$ cat config.mk
export PLATFORM = sky130hd
export DESIGN_NAME = serial_eeprom_status_protect
export DESIGN_NICKNAME = d
export VERILOG_FILES = /design/src/serial_eeprom_status_protect_pkg.sv /design/src/serial_eeprom_status_protect.sv
export SDC_FILE = /design/constraint.sdc
export NUM_CORES = 1
export LEC_CHECK = 0
export BUFFER_PORTS_ARGS = -buffer_cell sky130_fd_sc_hd__clkbuf_2
export CAP_MARGIN = 20
export CORE_ASPECT_RATIO = 0.6
export CORE_MARGIN = 10
export CORE_UTILIZATION = 45
export DETAILED_ROUTE_END_ITERATION = 12
export MAX_ROUTING_LAYER = met4
export PLACE_DENSITY = 0.6
export SYNTH_ARGS = -nofsm -noshare
export SYNTH_HDL_FRONTEND = slang
export SYNTH_SLANG_ARGS = --single-unit
$ cat constraint.sdc
create_clock -name sys_clk -period 3.91 [get_ports sys_clk]
set_clock_uncertainty 0.05 [all_clocks]
set_input_delay 0.1955 -clock sys_clk [delete_from_list [all_inputs] [get_ports sys_clk]]
set_output_delay 0.1955 -clock sys_clk [all_outputs]
set_load 0.02 [all_outputs]
$ cat src/serial_eeprom_status_protect_pkg.sv
// Purpose: Shared constants for the serial EEPROM status and protection block
// Assumes: 100 MHz system clock, 1024-byte array, serial bus MSB first
// Notes: Offsets, encodings, reset values and cycle counts live here; the status byte order is also fixed in the block

package serial_eeprom_status_protect_pkg;

	// ==========================================================
	// Clock and timing
	// ==========================================================
	localparam int CLK_PERIOD_NS = 10; // System clock period
	localparam int WRITE_TIME_NS = 5000000; // Longest internal write time, 5 ms
	localparam int WRITE_CYCLES = WRITE_TIME_NS / CLK_PERIOD_NS; // Rounded down

	// ==========================================================
	// Instruction codes
	// ==========================================================
	localparam logic [7:0] SET_LATCH_CMD = 8'h06; // Set write enable latch
	localparam logic [7:0] CLEAR_LATCH_CMD = 8'h04; // Clear write enable latch
	localparam logic [7:0] STATUS_READ_CMD = 8'h05; // Read status byte
	localparam logic [7:0] STATUS_WRITE_CMD = 8'h01; // Write status byte
	localparam logic [7:0] ARRAY_WRITE_CMD = 8'h02; // Array byte or page write

	// ==========================================================
	// Status byte layout
	// ==========================================================
	localparam int PIN_PROTECT_ENABLE_BIT = 7; // Enable for the protect pin
	localparam int BLOCK_PROTECT_HIGH_BIT = 3; // Upper block-protect bit
	localparam int BLOCK_PROTECT_LOW_BIT = 2; // Lower block-protect bit
	localparam int WRITE_LATCH_FLAG_BIT = 1; // Write enable latch
	localparam int WRITE_BUSY_FLAG_BIT = 0; // Internal write running
	localparam logic WRITE_LATCH_RESET = 1'b0; // Latch value after power-up

	// ==========================================================
	// Array protection boundaries
	// ==========================================================
	localparam logic [9:0] PROT_QUARTER_BASE = 10'h300; // Upper quarter start
	localparam logic [9:0] PROT_HALF_BASE = 10'h200; // Upper half start
	localparam int ADDR_BYTES = 2; // Address bytes after a write code

	// ==========================================================
	// Serial sequencer states
	// ==========================================================
	typedef enum logic [6:0] {
		ST_IDLE = 7'b000_0001, // Deselected standby
		ST_CMD = 7'b000_0010, // Receiving instruction byte
		ST_ADDR = 7'b000_0100, // Receiving array address
		ST_DATA = 7'b000_1000, // Receiving array data
		ST_STAT_IN = 7'b001_0000, // Receiving new status byte
		ST_STAT_OUT = 7'b010_0000, // Shifting status out
		ST_ARM = 7'b100_0000 // Waiting for deselect to act
	} phase_e;

endpackage : serial_eeprom_status_protect_pkg

$ cat src/serial_eeprom_status_protect.sv
// Purpose: Status register and write protection of a 1024-byte serial EEPROM
// Assumes: Pins are asynchronous to sys_clk and sampled at 100 MHz
// Notes: Array storage and read path are outside; this block arms array writes

`timescale 1ns/100ps

module serial_eeprom_status_protect #(
	parameter int WRITE_CYCLES = serial_eeprom_status_protect_pkg::WRITE_CYCLES // Internal write length
) (
	input wire logic sys_clk, // System clock
	input wire logic reset_n, // Power-on reset, active low
	input wire logic csN, // Chip select pin, active low
	input wire logic sck, // Serial clock pin
	input wire logic si, // Serial data in pin
	input wire logic wpN, // Write-protect pin, active low
	input wire logic [2:0] nvRestore, // Stored {enable, protect high, protect low}
	output logic soData, // Serial data out value
	output logic soOe, // Serial data out enable
	output logic writeBusy, // Internal write running
	output logic arrayWrStart, // One-cycle pulse: program array
	output logic [9:0] arrayWrAddr, // First address of array write
	output logic nvPinEnable, // Nonvolatile pin-protect enable
	output logic [1:0] nvBlockProt // Nonvolatile block-protect bits
);

	localparam int BUSY_W = $clog2(WRITE_CYCLES + 1); // Busy counter width

	// ==========================================================
	// Decoding helpers
	// ==========================================================

	// Array address guarded by the block-protect code
	function automatic logic blockProt(input logic [1:0] bp, input logic [9:0] a);
		logic hit;
		hit = 1'b0;
		unique case (bp)
			2'b00: hit = 1'b0; // Nothing guarded
			2'b01: hit = (a >= serial_eeprom_status_protect_pkg::PROT_QUARTER_BASE);
			2'b10: hit = (a >= serial_eeprom_status_protect_pkg::PROT_HALF_BASE);
			2'b11: hit = 1'b1; // Whole array
		endcase
		return hit;
	endfunction : blockProt

	// ==========================================================
	// Pin synchronisers
	// ==========================================================
	logic csS1, csS2, sckS1, sckS2, siS1, siS2, wpS1, wpS2; // Two-stage samplers
	logic csPrev_r, sckPrev_r; // Edge history of synchronised pins

	// Every pin passes two flops; edge logic reads only the second stage
	always_ff @(posedge sys_clk) begin
		csS1 <= csN;
		csS2 <= csS1;
		sckS1 <= sck;
		sckS2 <= sckS1;
		siS1 <= si;
		siS2 <= siS1;
		wpS1 <= wpN;
		wpS2 <= wpS1;
		csPrev_r <= csS2;
		sckPrev_r <= sckS2;
	end

	logic sckRise, sckFall, csRise, selected, hwProt; // Decoded pin events
	assign selected = ~csS2;
	assign sckRise = selected & sckS2 & ~sckPrev_r; // Input sampled on rising edge
	assign sckFall = selected & ~sckS2 & sckPrev_r; // Output moves after falling edge
	assign csRise = csS2 & ~csPrev_r;
	assign hwProt = ~wpS2 & nvPinEnable;

	// ==========================================================
	// Sequencer and status state
	// ==========================================================
	serial_eeprom_status_protect_pkg::phase_e state_r, state_nxt; // Serial phase
	logic [7:0] shift_r, shift_nxt; // Incoming byte, MSB first
	logic [7:0] cmd_r, cmd_nxt; // Instruction that armed deselect
	logic [2:0] bitCnt_r, bitCnt_nxt; // Bits within current byte
	logic [4:0] byteCnt_r, byteCnt_nxt; // Address or data bytes seen
	logic [15:0] addr_r, addr_nxt; // Array address, upper bits ignored
	logic [2:0] outIdx_r, outIdx_nxt; // Next status bit to shift out
	logic latch_r, latch_nxt; // Write enable latch
	logic [BUSY_W-1:0] busyCnt_r, busyCnt_nxt; // Internal write timer
	logic soData_nxt, soOe_nxt, busy_nxt, wrStart_nxt, pinEn_nxt;
	logic [1:0] bp_nxt;
	logic [9:0] wrAddr_nxt;
	logic [7:0] statusByte; // Live status image
	logic [7:0] byteIn; // Byte completed on this edge

	// Unused positions read zero
	assign statusByte = {nvPinEnable, 3'b000, nvBlockProt, latch_r, writeBusy};
	assign byteIn = {shift_r[6:0], siS2};

	// Next-state logic for the whole serial sequencer
	always_comb begin
		state_nxt = state_r;
		shift_nxt = shift_r;
		cmd_nxt = cmd_r;
		bitCnt_nxt = bitCnt_r;
		byteCnt_nxt = byteCnt_r;
		addr_nxt = addr_r;
		outIdx_nxt = outIdx_r;
		latch_nxt = latch_r;
		busyCnt_nxt = busyCnt_r;
		soData_nxt = soData;
		soOe_nxt = soOe;
		busy_nxt = writeBusy;
		wrStart_nxt = 1'b0;
		wrAddr_nxt = arrayWrAddr;
		pinEn_nxt = nvPinEnable;
		bp_nxt = nvBlockProt;

		// Self-timed write runs to the end whatever the pin does
		if (writeBusy) begin
			if (busyCnt_r == BUSY_W'(WRITE_CYCLES - 1)) begin
				busy_nxt = 1'b0;
				latch_nxt = 1'b0; // Write completed
				busyCnt_nxt = '0;
			end else begin
				busyCnt_nxt = busyCnt_r + BUSY_W'(1);
			end
		end

		// Common bit shifter while selected
		if (sckRise) begin
			shift_nxt = byteIn;
			bitCnt_nxt = bitCnt_r + 3'd1;
		end

		if (csRise) begin
			// Deselect ends every sequence and releases the output
			state_nxt = serial_eeprom_status_protect_pkg::ST_IDLE;
			soOe_nxt = 1'b0;
			if (state_r == serial_eeprom_status_protect_pkg::ST_ARM) begin
				unique case (cmd_r)
					serial_eeprom_status_protect_pkg::SET_LATCH_CMD: latch_nxt = 1'b1;
					serial_eeprom_status_protect_pkg::CLEAR_LATCH_CMD: latch_nxt = 1'b0;
					serial_eeprom_status_protect_pkg::STATUS_WRITE_CMD: begin
						// Status write needs latch and no hardware protection
						if (latch_r && !hwProt) begin
							pinEn_nxt = shift_r[serial_eeprom_status_protect_pkg::PIN_PROTECT_ENABLE_BIT];
							bp_nxt = shift_r[serial_eeprom_status_protect_pkg::BLOCK_PROTECT_HIGH_BIT:
								serial_eeprom_status_protect_pkg::BLOCK_PROTECT_LOW_BIT];
							busy_nxt = 1'b1;
							busyCnt_nxt = '0;
						end
					end
					// Neutral or cancelled code: deselect must not touch stored bits
					default: ;
				endcase
			end else if (state_r == serial_eeprom_status_protect_pkg::ST_DATA) begin
				// Only whole bytes start programming
				if (bitCnt_r == 3'd0 && byteCnt_r != 5'd0 && latch_r && !blockProt(nvBlockProt, addr_r[9:0])) begin
					wrStart_nxt = 1'b1;
					wrAddr_nxt = addr_r[9:0];
					busy_nxt = 1'b1;
					busyCnt_nxt = '0;
				end
			end
		end else begin
			unique case (state_r)
				serial_eeprom_status_protect_pkg::ST_IDLE: begin
					// Select held low wakes the sequencer
					if (selected) begin
						state_nxt = serial_eeprom_status_protect_pkg::ST_CMD;
						bitCnt_nxt = 3'd0;
						byteCnt_nxt = 5'd0;
					end
				end
				serial_eeprom_status_protect_pkg::ST_CMD: begin
					if (sckRise && bitCnt_r == 3'd7) begin
						cmd_nxt = byteIn;
						// While busy only the status read is served
						if (byteIn == serial_eeprom_status_protect_pkg::STATUS_READ_CMD) begin
							state_nxt = serial_eeprom_status_protect_pkg::ST_STAT_OUT;
							outIdx_nxt = 3'd7;
						end else if (writeBusy) begin
							state_nxt = serial_eeprom_status_protect_pkg::ST_ARM;
							cmd_nxt = 8'h00; // Neutral code, deselect does nothing
						end else if (byteIn == serial_eeprom_status_protect_pkg::SET_LATCH_CMD ||
							byteIn == serial_eeprom_status_protect_pkg::CLEAR_LATCH_CMD) begin
							state_nxt = serial_eeprom_status_protect_pkg::ST_ARM;
						end else if (byteIn == serial_eeprom_status_protect_pkg::STATUS_WRITE_CMD) begin
							state_nxt = serial_eeprom_status_protect_pkg::ST_STAT_IN;
						end else if (byteIn == serial_eeprom_status_protect_pkg::ARRAY_WRITE_CMD) begin
							state_nxt = serial_eeprom_status_protect_pkg::ST_ADDR;
						end else begin
							state_nxt = serial_eeprom_status_protect_pkg::ST_ARM;
							cmd_nxt = 8'h00; // Unknown code is ignored
						end
					end
				end
				serial_eeprom_status_protect_pkg::ST_ADDR: begin
					if (sckRise) begin
						addr_nxt = {addr_r[14:0], siS2};
						if (bitCnt_r == 3'd7) begin
							byteCnt_nxt = byteCnt_r + 5'd1;
							if (byteCnt_r == 5'(serial_eeprom_status_protect_pkg::ADDR_BYTES - 1)) begin
								state_nxt = serial_eeprom_status_protect_pkg::ST_DATA;
								byteCnt_nxt = 5'd0;
							end
						end
					end
				end
				serial_eeprom_status_protect_pkg::ST_DATA: begin
					// Count whole data bytes, saturating
					if (sckRise && bitCnt_r == 3'd7 && byteCnt_r != 5'd31) begin
						byteCnt_nxt = byteCnt_r + 5'd1;
					end
				end
				serial_eeprom_status_protect_pkg::ST_STAT_IN: begin
					// New value is held in the shifter until deselect
					if (sckRise && bitCnt_r == 3'd7) begin
						state_nxt = serial_eeprom_status_protect_pkg::ST_ARM;
					end
				end
				serial_eeprom_status_protect_pkg::ST_STAT_OUT: begin
					// Status repeats while clocks continue
					if (sckFall) begin
						soData_nxt = statusByte[outIdx_r];
						soOe_nxt = 1'b1;
						outIdx_nxt = outIdx_r - 3'd1;
					end
				end
				serial_eeprom_status_protect_pkg::ST_ARM: begin
					// Extra clocks spoil the armed action
					if (sckRise) begin
						cmd_nxt = 8'h00;
					end
				end
				default: state_nxt = serial_eeprom_status_protect_pkg::ST_IDLE;
			endcase
		end
	end

	// Register stage; nonvolatile bits reload from storage during reset
	always_ff @(posedge sys_clk) begin
		if (!reset_n) begin
			state_r <= serial_eeprom_status_protect_pkg::ST_IDLE;
			shift_r <= 8'h00;
			cmd_r <= 8'h00;
			bitCnt_r <= 3'd0;
			byteCnt_r <= 5'd0;
			addr_r <= 16'h0000;
			outIdx_r <= 3'd7;
			latch_r <= serial_eeprom_status_protect_pkg::WRITE_LATCH_RESET;
			busyCnt_r <= '0;
			soData <= 1'b0;
			soOe <= 1'b0;
			writeBusy <= 1'b0;
			arrayWrStart <= 1'b0;
			arrayWrAddr <= 10'h000;
			nvPinEnable <= nvRestore[2]; // Retained across power
			nvBlockProt <= nvRestore[1:0];
		end else begin
			state_r <= state_nxt;
			shift_r <= shift_nxt;
			cmd_r <= cmd_nxt;
			bitCnt_r <= bitCnt_nxt;
			byteCnt_r <= byteCnt_nxt;
			addr_r <= addr_nxt;
			outIdx_r <= outIdx_nxt;
			latch_r <= latch_nxt;
			busyCnt_r <= busyCnt_nxt;
			soData <= soData_nxt;
			soOe <= soOe_nxt;
			writeBusy <= busy_nxt;
			arrayWrStart <= wrStart_nxt;
			arrayWrAddr <= wrAddr_nxt;
			nvPinEnable <= pinEn_nxt;
			nvBlockProt <= bp_nxt;
		end
	end
endmodule : serial_eeprom_status_protect

==> flow_metrics.tcl <==
set metrics [dict create \
    rsz0062_at_grt "false" \
    powerDensity_nw_per_um2 427 \
    startpoint_type "flip-flop" \
    cp_max_fo 9 \
    grt_util_all_layers 0.151 \
    maxCapViolCount 0 \
    endpoint_kind "flip-flop" \
    path_class "reg2reg" \
    ys_types 63 \
    yosysWarnings 0 \
    syn-num-nets 481 \
    grt_pass1_vias 3086 \
    netlist_area_um2 4070 \
    grt_pass1_wl_mm 15.9 \
    htree_num_levels 3 \
    gr-total-overflow 0 \
    antenna_cells_inserted 0 \
    path_cells "ha_1 -> ha_1 -> nor4bb_1 -> a221oi_1 -> or4_1 -> or3_1 -> a21oi_1" \
    viasPerCell 5.52 \
    vias 3301 \
    port_buffers 25 \
    fin_tns_setup_ns 0 \
    slowest_stage "nor4bb_1" \
    initial_core_util 0.471 \
    synth_flop_cell "dfxtp_1" \
    ctsResizeCount 0 \
    crit_family "simple AND/OR/NAND/NOR gates" \
    cts_root_buf "clkbuf_16" \
    synth-seq-cells 91 \
    finalWirelength_mm 9.41 \
    core_area_um2 8650 \
    clock_sinks 91 \
    drive_gt1_frac 0.111 \
    setup_violations 0 \
    yosysTopAreaCellShare 0.432 \
    cp.required_ns 4.12 \
    slew_headroom 0.367 \
    worstHoldPathType "in2reg" \
    dieArea_um2 13400 \
    yosys.area.top_type "dfxtp_1" \
    synthArstFlopShare 0 \
    fmax_ghz 0.347 \
    synth_edf_count 3 \
    gp_congestion 0.914 \
    syn_to_final_growth_pct 12.8 \
    worstMarginPinSlew_ns 0.949 \
    slew_violations 0 \
    firstDrtPassIters 4 \
    num_io_pins 26 \
    leakagePower_uw 0.00177 \
    yosys-top-cells-area "dfxtp_1 43%, nand2_1 5.8%, nor2_1 4.6%, a21oi_1 3.9%, mux2i_1 3.9%" \
    syn_inst 463 \
    dp_hpwl_mm 6.74 \
    layout.nets 500 \
    grt_max_degree 30 \
    cpPeakStageDelay_ns 0.67 \
    min_period_ns 2.89 \
    drtAntennaViolNets 0 \
    fp.dieW_um 143 \
    cts_buffers 9 \
    fin_cells 598 \
    grt_antenna_before_repair 0 \
    cts.path.max_buffers 2 \
    insertion_delay_ns 0.34 \
    status "finished clean" \
    max-vdd-ir-drop_mv 0.207 \
    rows 26 \
    drcViolationCount 0 \
    cp_data_arrival_time_ns 3.09 \
    seq_area_frac_synth 0.455 \
    period_share 0.738 \
    final_hold_viol_count 0 \
    avgRoutedWirePerCell_um 15.7 \
    cts_tree "built" \
    cp_num_buf_inv 0 \
    first_iter_violations 233 \
    synth_area_per_cell_um2 8.80 \
    dieHeight_um 93.7 \
    cts.reportedPaths.clkPinSlew_ns 0.06 \
    timing.critical_path.mode_cell "ha_1" \
    placed_cells 579 \
]
-- repair_timing --
item | CTS | global route
buffers inserted | 0 | 0
endpoints found under the hold margin | 4 | 0
hold buffers | 4 | 0
-- power breakdown --
group | internal (µW) | switching [µW]
registers | 943 | 19.1
clock network | 545 | 356
logic | 38.6 | 60.5
-- through the flow --
step	hold WS [ns]	area [µm²]	worst slack, ns	utilization	total power (µW)
5_1_grt	0.113	4600	0.724	0.531	2040
4_1_cts	0.101	4600	1.02	0.531	1990
2_1_floorplan	0.173	4070	1.55	-	1050
3_5_place_dp	0.249	4240	1.06	0.490	1080
3_3_place_gp	0.249	4240	1.23	0.490	1080
6_report	0.113	4600	1.02	0.531	1960
-- cells in the final DEF, fill, tap and decap left out, drive strengths merged, types with 6 or more instances in the layout --
cell type / count
nand3: 20
mux2i: 16
inv: 14
xor2: 14
ha: 9
nand4: 12
dfxtp: 88
clkbuf: 37
nor3b: 7
nand2b: 10
nor3: 7
a21oi: 33
nand2: 63
nor2: 50
o21ai: 8
or3: 6
and2: 8
-- per-layer routing --
layer	vias up	part of all wire	track usage
met5	-	0	-
met4	0	0.010	0.0436
met3	9	0.057	0.0444
met2	83	0.39	0.195
met1	1542	0.54	0.219
li1	1667	-	-
-- synth_stat cells (all sizes together) (4+ instances only) --
cell,number
nor3b,7
nand3,20
nor3,7
or3,6
nor2,50
ha,9
clkbuf,17
xor2,14
and2,8
o21ai,8
nand2,63
nand4,12
dfxtp,88
nor2b,5
nand2b,10
and3,5
buf,5
inv,14
nor4,5
mux2i,16
and4,4
a21oi,33
or4,5
-- registers in the layout, summed over array words and instances (netlist names), 2 cells and up --
name	flops
shift_r	8
nvBlockProt	2
outIdx_r	3
arrayWrAddr	10
bitCnt_r	3
byteCnt_r	5
cmd_r	8
addr_r	10
busyCnt_r	19
state_r	7
-- worst paths after layout --
path	from	to	slack (ns)	cells past startpoint
max reg2reg	bitCnt_r[0]$_SDFF_PN0_	byteCnt_r[4]$_SDFFE_PN0P_	1.02	7
max	bitCnt_r[0]$_SDFF_PN0_	byteCnt_r[4]$_SDFFE_PN0P_	1.02	7
min	nvRestore[2]	nvPinEnable$_DFFE_PP_	0.11	2
min reg2reg	csS1$_DFF_P_	csS2$_DFF_P_	0.28	0
-- area by class of cell --
class,instances,area (µm²)
clock buffers,12,267
clock inverters,3,46.3
fillers,819,4060
inverters,14,52.6
multi-input cells,336,2070
flip-flops and latches,91,1850
well taps,112,140
repair buffers,30,173
-- cell families after synthesis --
family	count (synthesis)	share of synthesized area
compound gates	68	0.106
xor+xnor	17	0.0365
fa+ha+maj	9	0.0276
buf+inv	36	0.0384
flops	91	0.455
mux	20	0.0531
simple gates	222	0.284
(Power assumes the default switching activity.)
